--- config.mk ---
export PLATFORM = sky130hd
export DESIGN_NAME = motor_startup_config_and_tach
export DESIGN_NICKNAME = d
export VERILOG_FILES = /design/src/rtl/hall_tach.v /design/src/rtl/motor_startup_config_and_tach.v /design/src/rtl/pwm_carrier.v
export VERILOG_INCLUDE_DIRS = /design/src /design/src/inc
export SDC_FILE = /design/constraint.sdc
export NUM_CORES = 1
export LEC_CHECK = 0
export ABC_AREA = 1
export CORE_MARGIN = 1
export CORE_UTILIZATION = 45
export DETAILED_ROUTE_END_ITERATION = 8
export DONT_BUFFER_PORTS = 1
export PLACE_DENSITY = 0.73
export SYNTH_ARGS = -nofsm -noshare
export SYNTH_HDL_FRONTEND = slang
export SYNTH_HIERARCHICAL = 1
export SYNTH_SLANG_ARGS = --single-unit
--- constraint.sdc ---
create_clock -name i_clock -period 2.4 [get_ports i_clock]
set_input_delay 0.72 -clock i_clock [delete_from_list [all_inputs] [get_ports i_clock]]
set_output_delay 0.72 -clock i_clock [all_outputs]
set_load 0.02 [all_outputs]
--- src/inc/motor_map.vh ---
// Purpose: constants for the motor startup, protection and tachometer logic
// Assumes: 20 MHz clock; speed command digitised to 7 bits at 0.1 V per code
// Notes:   definitions only
`ifndef MOTOR_MAP_VH
`define MOTOR_MAP_VH

// ----------------------------------------------------------------
// clock and times
// ----------------------------------------------------------------
`define CLOCK_KHZ 20000
`define PRECHARGE_TIME_US 9000
`define FAULT_HOLD_TIME_US 15000
`define LOCK_TIME_US 1000000
`define SENSOR_FILTER_TIME_US 2
`define PRECHARGE_CYCLES ((`PRECHARGE_TIME_US * `CLOCK_KHZ) / 1000)
`define FAULT_HOLD_CYCLES ((`FAULT_HOLD_TIME_US * `CLOCK_KHZ) / 1000)
`define LOCK_CYCLES ((`LOCK_TIME_US * `CLOCK_KHZ) / 1000)
`define SENSOR_FILTER_CYCLES ((`SENSOR_FILTER_TIME_US * `CLOCK_KHZ) / 1000)

// ----------------------------------------------------------------
// speed command levels, 7-bit codes; pwm steps, prescale and charge width
// ----------------------------------------------------------------
`define SPEED_CODE_ON 7'h0a
`define SPEED_CODE_CONTROL 7'h15
`define SPEED_CODE_FULL 7'h36
`define PWM_STEPS 33
`define PWM_PRESCALE 20
`define CHARGE_WIDTH 6'h04

// ----------------------------------------------------------------
// register byte offsets
// ----------------------------------------------------------------
`define REG_STATUS 5'h00
`define REG_EVENT 5'h04
`define REG_EVENT_MASK 5'h08
`define REG_OC_LEVELS 5'h0c
`define REG_SPEED 5'h10

// ----------------------------------------------------------------
// event bits, reset values
// ----------------------------------------------------------------
`define EV_OC_TRIP 0
`define EV_LOCK 1
`define EV_SENSOR 2
`define EV_CUR_LIMIT 3
`define EV_RUN 4
`define EV_WIDTH 5
`define OC_LIMIT_RESET 8'h80
`define OC_TRIP_RESET 8'hc0
`define EVENT_MASK_RESET 5'h00

`endif

--- src/rtl/hall_tach.v ---
// Purpose: position sensor decode, validity filter and tachometer toggle
// Assumes: comparator inputs synchronous to i_clock
// Notes:   tach output resets low, as the pin pull-down holds it
module hall_tach #(
    parameter FILTER_CYCLES = 40
) (
    // clock and reset
    input wire i_clock,
    input wire i_reset_n,
    // sensor comparators
    input wire i_phase_u_sensor_pos,
    input wire i_phase_u_sensor_neg,
    input wire i_phase_v_sensor_pos,
    input wire i_phase_v_sensor_neg,
    input wire i_phase_w_sensor_pos,
    input wire i_phase_w_sensor_neg,
    // settings
    input wire i_rate_one,
    // results
    output reg [2:0] o_hall_state,
    output wire o_hall_change,
    output reg o_sensor_bad,
    output reg o_tach_pulse_out
);
    wire [2:0] pos_bits = {i_phase_w_sensor_pos, i_phase_v_sensor_pos, i_phase_u_sensor_pos};
    wire [2:0] neg_bits = {i_phase_w_sensor_neg, i_phase_v_sensor_neg, i_phase_u_sensor_neg};
    wire [2:0] hall_now = pos_bits & ~neg_bits;
    // a pair that agrees with itself, or an all-equal code, is not a real position
    wire invalid_now = (|(~(pos_bits ^ neg_bits))) || (hall_now == 3'b000) || (hall_now == 3'b111);
    reg [15:0] bad_count;
    wire [2:0] changed = hall_now ^ o_hall_state;

    assign o_hall_change = (|changed) && !invalid_now;

    always @(posedge i_clock) begin
        if (!i_reset_n) begin
            o_hall_state <= 3'b000;
            o_tach_pulse_out <= 1'b0;
            bad_count <= 16'h0000;
            o_sensor_bad <= 1'b0;
        end else begin
            // abnormal code must persist to count as a fault
            if (!invalid_now) begin
                bad_count <= 16'h0000;
                o_sensor_bad <= 1'b0;
            end else if (bad_count >= FILTER_CYCLES[15:0]) begin
                o_sensor_bad <= 1'b1;
            end else begin
                bad_count <= bad_count + 16'h0001;
            end
            if (o_hall_change) begin
                o_hall_state <= hall_now;
                // three pulses: every phase edge; one pulse: U edges only
                if ((!i_rate_one || changed[0]) && (o_hall_state != 3'b000)) begin
                    o_tach_pulse_out <= ~o_tach_pulse_out;
                end
            end
        end
    end
endmodule // hall_tach

--- src/rtl/motor_startup_config_and_tach.v ---
// Purpose: startup strap capture, speed-level gating, protection and fault
//          output, tachometer, and an Avalon-MM register slave
// Assumes: reset is the logic-supply undervoltage condition; speed command and
//          overcurrent sense arrive as digitised codes
// Notes:   answers every bus access one cycle after it is presented
//
// The implementer's own choices: register access over Avalon-MM and the register offsets.
`include "motor_map.vh"

// Functional notes
// - start after supply good; capture the three straps
// - lock strap low enables lock protection
// - direction strap low forward, high reverse
// - rate strap low three, high one pulse
// - tach toggles on selected sensor edges; resets low
// - sense level picks current limit or shutdown
// - outputs off while command below on level
// - between on and control levels: precharge only, full drive if already running
// - invalid sensor signals flag sensor fault
// - 7-bit command sets duty, full at top
// - jump into control range: timed precharge first
module motor_startup_config_and_tach #(
    parameter PRECHARGE_CYCLES = `PRECHARGE_CYCLES,
    parameter FAULT_HOLD_CYCLES = `FAULT_HOLD_CYCLES,
    parameter LOCK_CYCLES = `LOCK_CYCLES,
    parameter PWM_PRESCALE = `PWM_PRESCALE
) (
    // clock and reset
    input wire i_clock,
    input wire i_reset_n,
    // straps
    input wire i_lock_guard_select,
    input wire i_rotation_dir_select,
    input wire i_tach_rate_select,
    // position sensor comparators
    input wire i_phase_u_sensor_pos,
    input wire i_phase_u_sensor_neg,
    input wire i_phase_v_sensor_pos,
    input wire i_phase_v_sensor_neg,
    input wire i_phase_w_sensor_pos,
    input wire i_phase_w_sensor_neg,
    // analog front end codes
    input wire [6:0] i_speed_command_in,
    input wire [7:0] i_overcurrent_sense,
    // drive and status outputs
    output reg o_drive_pwm,
    output reg o_precharge_low,
    output reg o_current_limit,
    output reg o_fault_out,
    output wire o_tach_pulse_out,
    output reg o_dir_reverse,
    output reg o_lock_guard_on,
    output reg o_tach_rate_one,
    output wire [2:0] o_hall_state,
    // avalon-mm slave
    input wire [4:0] i_avs_address,
    input wire i_avs_read,
    input wire i_avs_write,
    input wire [31:0] i_avs_writedata,
    input wire [3:0] i_avs_byteenable,
    output reg [31:0] o_avs_readdata,
    output wire o_avs_waitrequest,
    // interrupt
    output wire o_irq
);
    // ----------------------------------------------------------------
    // states
    // ----------------------------------------------------------------
    localparam [4:0] ST_CAPTURE = 5'b00001;
    localparam [4:0] ST_OFF = 5'b00010;
    localparam [4:0] ST_CHARGE = 5'b00100;
    localparam [4:0] ST_TIMED = 5'b01000;
    localparam [4:0] ST_RUN = 5'b10000;

    // ----------------------------------------------------------------
    // helpers
    // ----------------------------------------------------------------
    function [1:0] speed_zone;
        input [6:0] code;
        begin
            if (code < `SPEED_CODE_ON) begin
                speed_zone = 2'd0;
            end else if (code < `SPEED_CODE_CONTROL) begin
                speed_zone = 2'd1;
            end else begin
                speed_zone = 2'd2;
            end
        end
    endfunction

    function [31:0] merge_bytes;
        input [31:0] old_value;
        input [31:0] new_value;
        input [3:0] lanes;
        integer k;
        begin
            merge_bytes = old_value;
            for (k = 0; k < 4; k = k + 1) begin
                if (lanes[k]) begin
                    merge_bytes[k * 8 +: 8] = new_value[k * 8 +: 8];
                end
            end
        end
    endfunction

    // ----------------------------------------------------------------
    // declarations
    // ----------------------------------------------------------------
    reg [4:0] state;
    reg [4:0] next_state;
    reg [17:0] timed_count;
    reg [24:0] lock_count;
    reg lock_fault;
    reg [18:0] hold_count;
    reg [7:0] oc_limit;
    reg [7:0] oc_trip;
    reg [`EV_WIDTH-1:0] event_flags;
    reg [`EV_WIDTH-1:0] event_mask;
    reg bus_ack;
    reg limit_prev;
    reg sensor_prev;
    reg [5:0] pwm_width;
    wire hall_change;
    wire sensor_bad;
    wire pwm_on;
    wire [1:0] zone = speed_zone(i_speed_command_in);
    wire oc_trip_now = (i_overcurrent_sense >= oc_trip);
    wire oc_limit_now = (i_overcurrent_sense >= oc_limit) && !oc_trip_now;
    wire protect_active = oc_trip_now || lock_fault || sensor_bad;
    wire shutdown = protect_active || o_fault_out;
    wire bus_take = (i_avs_read || i_avs_write) && bus_ack;
    wire event_write = bus_take && i_avs_write && (i_avs_address == `REG_EVENT);
    wire [`EV_WIDTH-1:0] event_clear = event_write ? i_avs_writedata[`EV_WIDTH-1:0] : {`EV_WIDTH{1'b0}};
    wire [6:0] speed_over = i_speed_command_in - `SPEED_CODE_CONTROL;
    wire [31:0] mask_merged = merge_bytes({27'h000_0000, event_mask}, i_avs_writedata, i_avs_byteenable);
    wire [31:0] levels_merged = merge_bytes({16'h0000, oc_trip, oc_limit}, i_avs_writedata, i_avs_byteenable);
    wire [`EV_WIDTH-1:0] event_set;

    // ----------------------------------------------------------------
    // sensor decode and tachometer
    // ----------------------------------------------------------------
    hall_tach #(
        .FILTER_CYCLES(`SENSOR_FILTER_CYCLES)
    ) u_hall_tach (
        .i_clock(i_clock),
        .i_reset_n(i_reset_n),
        .i_phase_u_sensor_pos(i_phase_u_sensor_pos),
        .i_phase_u_sensor_neg(i_phase_u_sensor_neg),
        .i_phase_v_sensor_pos(i_phase_v_sensor_pos),
        .i_phase_v_sensor_neg(i_phase_v_sensor_neg),
        .i_phase_w_sensor_pos(i_phase_w_sensor_pos),
        .i_phase_w_sensor_neg(i_phase_w_sensor_neg),
        .i_rate_one(o_tach_rate_one),
        .o_hall_state(o_hall_state),
        .o_hall_change(hall_change),
        .o_sensor_bad(sensor_bad),
        .o_tach_pulse_out(o_tach_pulse_out)
    );

    // ----------------------------------------------------------------
    // pwm carrier
    // ----------------------------------------------------------------
    pwm_carrier #(
        .PRESCALE(PWM_PRESCALE),
        .STEPS(`PWM_STEPS)
    ) u_pwm_carrier (
        .i_clock(i_clock),
        .i_reset_n(i_reset_n),
        .i_width(pwm_width),
        .o_on(pwm_on),
        .o_period_start()
    );

    // duty rises with the code from the control level; codes past the full level or below the control level saturate
    always @* begin
        pwm_width = `CHARGE_WIDTH;
        if (state == ST_RUN) begin
            pwm_width = (i_speed_command_in >= `SPEED_CODE_FULL) ? 6'd`PWM_STEPS : speed_over[5:0];
        end
    end

    // ----------------------------------------------------------------
    // startup sequence
    // ----------------------------------------------------------------
    always @* begin
        next_state = state;
        case (state)
            ST_CAPTURE: next_state = ST_OFF;
            ST_OFF: begin
                if (zone == 2'd1) begin
                    next_state = ST_CHARGE;
                end else if (zone == 2'd2) begin
                    next_state = ST_TIMED;
                end
            end
            ST_CHARGE: begin
                if (zone == 2'd0) begin
                    next_state = ST_OFF;
                end else if (zone == 2'd2) begin
                    next_state = ST_RUN;
                end
            end
            ST_TIMED: begin
                if (zone == 2'd0) begin
                    next_state = ST_OFF;
                end else if (timed_count >= PRECHARGE_CYCLES[17:0] - 18'd1) begin
                    next_state = ST_RUN;
                end
            end
            ST_RUN: begin
                if (zone == 2'd0) begin
                    next_state = ST_OFF;
                end
            end
            default: next_state = ST_CAPTURE;
        endcase
    end

    always @(posedge i_clock) begin
        if (!i_reset_n) begin
            state <= ST_CAPTURE;
            timed_count <= 18'd0;
            o_dir_reverse <= 1'b0;
            o_lock_guard_on <= 1'b0;
            o_tach_rate_one <= 1'b0;
        end else begin
            state <= next_state;
            timed_count <= (state == ST_TIMED) ? timed_count + 18'd1 : 18'd0;
            // straps sampled once after supply good, then frozen
            if (state == ST_CAPTURE) begin
                o_lock_guard_on <= !i_lock_guard_select;
                o_dir_reverse <= i_rotation_dir_select;
                o_tach_rate_one <= i_tach_rate_select;
            end
        end
    end

    // ----------------------------------------------------------------
    // protection and outputs
    // ----------------------------------------------------------------
    always @(posedge i_clock) begin
        if (!i_reset_n) begin
            lock_count <= 25'd0;
            lock_fault <= 1'b0;
            hold_count <= FAULT_HOLD_CYCLES[18:0];
            o_fault_out <= 1'b1;
            o_current_limit <= 1'b0;
            o_drive_pwm <= 1'b0;
            o_precharge_low <= 1'b0;
        end else begin
            // lock: no sensor edge for the lock time while running
            if (state != ST_RUN || hall_change || !o_lock_guard_on) begin
                lock_count <= 25'd0;
            end else if (lock_count >= LOCK_CYCLES[24:0] - 25'd1) begin
                lock_fault <= 1'b1;
            end else begin
                lock_count <= lock_count + 25'd1;
            end
            // a lock clears only by a restart from the off level
            if (state == ST_OFF) begin
                lock_fault <= 1'b0;
            end
            // fault stays out for the hold time after the last cause
            if (protect_active) begin
                hold_count <= FAULT_HOLD_CYCLES[18:0];
                o_fault_out <= 1'b1;
            end else if (hold_count != 19'd0) begin
                hold_count <= hold_count - 19'd1;
            end else begin
                o_fault_out <= 1'b0;
            end
            o_current_limit <= oc_limit_now;
            // drive stops for the hold time, giving the host room to back off
            o_drive_pwm <= (state == ST_RUN) && pwm_on && !oc_limit_now && !shutdown;
            o_precharge_low <= ((state == ST_CHARGE) || (state == ST_TIMED)) && pwm_on && !shutdown;
        end
    end

    // ----------------------------------------------------------------
    // events and interrupt
    // ----------------------------------------------------------------
    assign event_set[`EV_OC_TRIP] = oc_trip_now;
    assign event_set[`EV_LOCK] = lock_fault;
    assign event_set[`EV_SENSOR] = sensor_bad && !sensor_prev;
    assign event_set[`EV_CUR_LIMIT] = oc_limit_now && !limit_prev;
    assign event_set[`EV_RUN] = (state != ST_RUN) && (next_state == ST_RUN);
    assign o_irq = |(event_flags & event_mask);

    always @(posedge i_clock) begin
        if (!i_reset_n) begin
            event_flags <= {`EV_WIDTH{1'b0}};
            limit_prev <= 1'b0;
            sensor_prev <= 1'b0;
        end else begin
            limit_prev <= oc_limit_now;
            sensor_prev <= sensor_bad;
            // a new event wins over a simultaneous clear
            event_flags <= (event_flags & ~event_clear) | event_set;
        end
    end

    // ----------------------------------------------------------------
    // avalon-mm slave
    // ----------------------------------------------------------------
    assign o_avs_waitrequest = (i_avs_read || i_avs_write) && !bus_ack;

    always @(posedge i_clock) begin
        if (!i_reset_n) begin
            bus_ack <= 1'b0;
            o_avs_readdata <= 32'h0000_0000;
            event_mask <= `EVENT_MASK_RESET;
            oc_limit <= `OC_LIMIT_RESET;
            oc_trip <= `OC_TRIP_RESET;
        end else begin
            bus_ack <= (i_avs_read || i_avs_write) && !bus_ack;
            if (i_avs_read && !bus_ack) begin
                case (i_avs_address)
                    `REG_STATUS: o_avs_readdata <= {17'h0_0000, o_hall_state, sensor_bad, lock_fault,
                        o_fault_out, o_tach_rate_one, o_dir_reverse, o_lock_guard_on, state, o_current_limit};
                    `REG_EVENT: o_avs_readdata <= {27'h000_0000, event_flags};
                    `REG_EVENT_MASK: o_avs_readdata <= {27'h000_0000, event_mask};
                    `REG_OC_LEVELS: o_avs_readdata <= {16'h0000, oc_trip, oc_limit};
                    `REG_SPEED: o_avs_readdata <= {23'h00_0000, pwm_width, i_speed_command_in[2:0]};
                    default: o_avs_readdata <= 32'h0000_0000;
                endcase
            end
            if (bus_take && i_avs_write) begin
                case (i_avs_address)
                    `REG_EVENT_MASK: event_mask <= mask_merged[`EV_WIDTH-1:0];
                    `REG_OC_LEVELS: {oc_trip, oc_limit} <= levels_merged[15:0];
                    default: ;
                endcase
            end
        end
    end
endmodule // motor_startup_config_and_tach

--- src/rtl/pwm_carrier.v ---
// Purpose: pwm carrier with prescaled step enable and width compare
// Assumes: width at or above STEPS means full duty
// Notes:   o_period_start pulses once per carrier period
module pwm_carrier #(
    parameter PRESCALE = 20,
    parameter STEPS = 33
) (
    // clock and reset
    input wire i_clock,
    input wire i_reset_n,
    // width in carrier steps
    input wire [5:0] i_width,
    // carrier outputs
    output wire o_on,
    output wire o_period_start
);
    reg [7:0] pre_count;
    reg [5:0] step;
    wire step_en = (pre_count == PRESCALE[7:0] - 8'h01);

    assign o_period_start = step_en && (step == 6'h00);
    assign o_on = (i_width >= STEPS[5:0]) || (step < i_width);

    always @(posedge i_clock) begin
        if (!i_reset_n) begin
            pre_count <= 8'h00;
            step <= 6'h00;
        end else begin
            pre_count <= step_en ? 8'h00 : pre_count + 8'h01;
            if (step_en) begin
                step <= (step == STEPS[5:0] - 6'h01) ? 6'h00 : step + 6'h01;
            end
        end
    end
endmodule // pwm_carrier

==> summary.md, run 1 <==
| Metric | Value |
|---|---|
| Run status | `completed` |
| Io pins | `114` |
| Die area | `19000 um2` |
| Routing usage on met3 | `6.58%` |
| Syn_area_per_cell | `6.98 um2` |
| GPL Wtd Cong | `0.942` |
| Final WL | `19600 um` |
| Maxcap violations | `0` |
| Vias in the first global route | `6831` |
| Crit path time final | `2.17 ns` |
| Final Hold Fails | `0` |
| Startpoint types | `flop` |
| Met2 GRT Util | `35.4%` |
| Chip height | `138 um` |
| Fillcell total | `1790` |
| WP depth | `13` |
| RSZ-0062 raised after global routing | `false` |
| Critical path class | `flop to flop` |
| Row cnt | `49` |
| Slew of the pin with the lowest slew margin | `0.508 ns` |
| Maximum vdd drop | `0.000538 V` |
| GRT Util Overall | `21.5%` |
| DRC violations left | `0` |
| Via/cell ratio | `5.13` |
| Max incr delay on CP | `0.34 ns` |
| WHS | `0.373 ns` |
| Hold Crit Depth | `1` |
| Largest net degree at the start of global routing | `43` |
| Root Buffer | `clkbuf_16` |
| Crit. End Element | `flop` |
| Post-DRT Antenna Nets | `0` |
| Synth Warn # | `6` |
| Drt pass-1 iters | `5` |
| H-Tree Depth | `4` |
| Layout area overhead | `10.4%` |
| Hold Path Class | `input port to flop` |
| GR Overflow Total | `0` |
| I/O Buffers | `0` |
| TritonCTS Buffers | `17` |
| Synthesized area | `8310 um2` |
| Average routed wire per standard cell | `13.5 um` |
| Worst-path clk slew | `0.07 ns` |
| CP Data Required Time | `2.75 ns` |
| Worst slew margin | `66.1%` |
| First-pass GRT wire length | `32000 um` |
| Met1 usage | `26.3%` |
| Via count | `7463` |
| Worst Reg2Reg Path Length in Cells | `13` |
| Leakage power | `3.79 nW` |
| Max frequency | `460 MHz` |
| Ratio of cells with drive above 1 in the final layout | `9.05%` |
| Crit path max-delay family | `simple AND/OR/NAND/NOR gates` |
| Clock Skews | `0.00717 ns` |
| Worst-path fanout max | `7` |
| Initial antenna violation count | `1` |
| Tcrit/Tclk final | `90.6%` |
| Sink Count | `154` |
| Starting Density | `46.1%` |
| Final Max Slew Viols | `0` |
| Final Cell Area | `9170 um2` |
| CP max stage cell | `dfxtp_1` |
| Die width | `138 um` |
| WP buf/inv | `2` |
| CTS Buffer Depth | `2` |
| Layout net count | `1315` |
| Crit path cell chain | `nor2_2 > nand3_4 > nor2_1 > inv_1 > nor2_2 > inv_1 > ha_1 > a21oi_1 > o21a_1 > o21ai_0 > o21ai_1 > nand3_1 > nor3_1` |
| Worst Path Arrival | `2.52 ns` |
| Core area | `18000 um2` |
| Final non-filler cell total | `1455` |
| Number of DRC markers in iteration 0 | `494` |
| Area after DPL | `8610 um2` |
| Detail Placement HPWL | `15000 um` |
| GRT busiest layer | `met2` |
| TritonCTS clock tree | `yes` |
| Synth Instances | `1190` |
| Diodes inserted | `0` |
| Final count of negative-setup-slack endpoints | `0` |
| Clock latency on the worst-skew pair | `0.43 ns` |
| Pwr dens | `608 nW/um2` |
| Inst Count DP | `1423` |
==> final cells by class <==
cell class                      count  area, um2  share of cell area (%)
Timing Repair Buffer               21        158                    1.72
Clock inverter                     15        115                    1.26
Inverter                          180        677                    7.38
Sequential cell                   154       3080                    33.6
Tap cell                          229        287                    3.13
Multi-Input combinational cell    839       4420                    48.2
Clock buffer                       17        425                    4.64
==> flip-flops by register name (all words and copies together) (netlist names), 3 cells and up <==
signal	count
oc_trip	8
o_avs_readdata	16
oc_limit	8
u_hall_tach/bad_count	16
u_pwm_carrier/pre_count	8
event_mask	5
u_pwm_carrier/step	6
u_hall_tach/o_hall_state	3
timed_count	18
state	5
lock_count	25
hold_count	19
event_flags	5
==> what timing repair did <==
action                                  CTS  global route
resized for setup                         0             5
endpoints found under the setup margin    0             2
hold buffers                              0             0
setup buffers                             0             0
==> per-stage QoR <==
step                      TNS [ns]  setup slack (ns)  power [mW]  utilization (%)
after floorplan                  0            0.0371        3.06                -
after global placement      -0.162            -0.115        3.13             47.8
after detailed placement    -0.332            -0.198        3.14             47.8
after CTS                        0             0.113        5.63             50.8
after global routing             0           0.00546        5.81             50.9
final                            0             0.225        5.57             50.9
==> path summary, 6_finish.rpt <==
| kind | end | slack (ns) | start |
|---|---|---|---|
| max | o_drive_pwm | 0.23 | state[0] |
| min | o_lock_guard_on | 0.37 | i_lock_guard_select |
| max reg2reg | o_drive_pwm | 0.23 | state[0] |
| min reg2reg | u_hall_tach/bad_count[13] | 0.43 | u_hall_tach/bad_count[13] |
==> layer usage <==
| metal | share of wire (%) | routed length, um |
|---|---|---|
| met5 | 0.082 | 16 |
| met4 | 2.0 | 401 |
| met3 | 7.3 | 1430 |
| met2 | 46 | 8960 |
| met1 | 45 | 8770 |
==> cell usage in the layout (no fill, tap or decap), drive strengths merged, types with 9 or more instances in the layout <==
cell type  count
clkbuf        17
xor2          24
inv          185
dfxtp        154
buf           21
nor3          27
o21ai         72
ha            33
nand3         61
a21oi         97
nand2        267
nand4         33
or2            9
nor2         153
conb          16
==> where the power goes <==
group	switching (mW)	internal (mW)	leakage (nW)
sequential	0.0835	2.61	1.25
combinational	0.261	0.139	2.27
clock	1.14	1.34	0.268
(Power assumes the default switching activity.)
==> inputs of run 2 (changes only) <==
MAX_ROUTING_LAYER = met4   (was default)
clock period = 1.9 ns   (was 2.4 ns; I/O delays follow)
==> summary.md, run 2 (synthesis results as in run 1) <==
| Metric | Value |
|---|---|
| Run status | `finished with violations` |
| Failing checks | `negative setup slack` |
| Largest net degree at the start of global routing | `43` |
| I/O Buffers | `0` |
| Final WS setup | `-0.0146 ns` |
| Die width | `138 um` |
| Final WL | `20600 um` |
| Post-DRT Antenna Nets | `0` |
| Commonest non-fill, non-tap cell in the layout | `nand2_1` |
| Clock latency on the worst-skew pair | `0.42 ns` |
| Critical path class | `flop to flop` |
| Via count | `7801` |
| Hold path start | `i_lock_guard_select` |
| Worst reg2reg path startpoint | `state[0]` |
| CP Data Required Time | `2.24 ns` |
| Worst Path Arrival | `2.26 ns` |
| Worst Reg2Reg Path Length in Cells | `12` |
| Io pins | `114` |
| Initial antenna violation count | `2` |
| Tcrit/Tclk final | `101%` |
| Row cnt | `49` |
| Crit path time final | `1.91 ns` |
| Chip height | `138 um` |
| Hold Path Class | `input port to flop` |
| RSZ-0062 raised after global routing | `true` |
| Via/cell ratio | `5.11` |
| Final Max Slew Viols | `0` |
| DRC violations left | `0` |
| Leakage power | `4.20 nW` |
| TritonCTS Buffers | `17` |
| Layout net count | `1385` |
| Max frequency | `522 MHz` |
| Worst-path clk slew | `0.06 ns` |
| Reg-to-Reg End | `o_drive_pwm` |
| Register name with the most flops | `lock_count` |
| H-Tree Depth | `4` |
| First-pass GRT wire length | `33600 um` |
| Ratio of cells with drive above 1 in the final layout | `16.8%` |
| Root Buffer | `clkbuf_16` |
| R2R setup slack | `-0.01 ns` |
| TritonCTS clock tree | `yes` |
| Maximum vdd drop | `0.000770 V` |
| Leading cell types in the layout, fill and taps excluded | `252 x nand2_1, 163 x inv_1, 151 x dfxtp_1` |
| Layout area overhead | `20.6%` |
| Pwr dens | `755 nW/um2` |
| Max reg flops | `25` |
| Biggest registers after layout | `lock_count (25), hold_count (19), timed_count (18)` |
| Drt pass-1 iters | `6` |
| Number of DRC markers in iteration 0 | `493` |
| Sink Count | `154` |
| Final Hold Fails | `0` |
| Vias in the first global route | `7204` |
| Crit. End Element | `flop` |
| Final count of negative-setup-slack endpoints | `1` |
| GPL Wtd Cong | `0.923` |
| Setup TNS | `-0.0146 ns` |
| Hold-fix buffers, CTS | `0` |
| Clock Skews | `0.00465 ns` |
| Critical path endpoint | `o_drive_pwm` |
| Core area | `18000 um2` |
| Detail Placement HPWL | `15700 um` |
| Average routed wire per standard cell | `13.5 um` |
| Startpoint types | `flop` |
| Worst-path fanout max | `3` |
| Maxcap violations | `0` |
| Die area | `19000 um2` |
| CTS Buffer Depth | `2` |
| GRT Util Overall | `23.3%` |
| Starting Density | `46.1%` |
| WHS | `0.232 ns` |
| GR Overflow Total | `0` |
| CP startpoint | `state[0]` |
-- run 2: changes by cell type in the layout (fill, tap and decap cells not counted), moves of 5 or more --
cell	previous run	this run
nor2_4	7	12
inv_1	172	163
inv_2	6	13
nand2_1	257	252
ha_1	32	27
buf_4	21	86
-- run 2: repair_timing --
| item | in CTS | in global routing |
|---|---|---|
| setup buffers | 5 | 4 |
| gates resized for setup | 17 | 35 |
| pin swaps | 10 | 16 |
| endpoints found under the setup margin | 10 | 34 |
-- run 2: final cells by class --
cell class | instances | area, um2
fillers | 1675 | 8010
multi-input cells | 839 | 4600
flip-flops and latches | 154 | 3090
repair buffers | 91 | 732
inverters | 180 | 684
clock buffers | 20 | 447
well taps | 229 | 287
clock inverters | 11 | 171
diodes | 2 | 5.00
-- run 2: layer usage --
layer / track usage (%) / vias to the layer above / share of wire [%] / wire (um)
met4: 6.88 / 0 / 1.6 / 323
li1: - / 4016 / - / -
met3: 7.42 / 23 / 8.1 / 1660
met5: - / - / 0 / 0
met1: 28.1 / 3546 / 45 / 9180
met2: 37.2 / 216 / 46 / 9440
-- run 2: where the power goes --
group	internal, mW	switching (mW)
sequential	3.30	0.0971
clock	2.23	1.31
combinational	0.258	0.375
-- run 2: through the flow --
stage	std cells	setup slack [ns]	cell area (um2)	utilization [%]	total power, mW
after CTS	1520	-0.0825	9840	54.6	7.60
after global routing	1526	-0.138	10000	55.6	7.87
after global placement	1484	-0.342	9140	50.7	4.05
after detailed placement	1484	-0.408	9140	50.7	4.06
final	1526	-0.0146	10000	55.6	7.57
after floorplan	1205	-0.142	8400	-	3.87
-- run 2: worst min-delay path by stage --
stage          slack, ns                   endpoint  cells after the start
6_report            0.23            o_lock_guard_on                      1
5_1_grt             0.22            o_lock_guard_on                      1
4_1_cts             0.22            o_lock_guard_on                      1
3_5_place_dp        0.42  u_hall_tach/bad_count[13]                      2
3_3_place_gp        0.41             event_flags[2]                      1
2_1_floorplan       0.41             event_flags[2]                      1
-- run 2: worst max-delay path, cell delays in order (launching register included) --
cell     delay, ns
dfxtp_1       0.32
nor2_2        0.19
nand3_4       0.11
buf_6         0.14
a21oi_2       0.13
inv_2         0.07
ha_4          0.22
a21oi_2       0.13
o21a_1        0.16
o21ai_2       0.07
o21ai_2       0.08
nand3_1       0.10
nor3_2        0.12
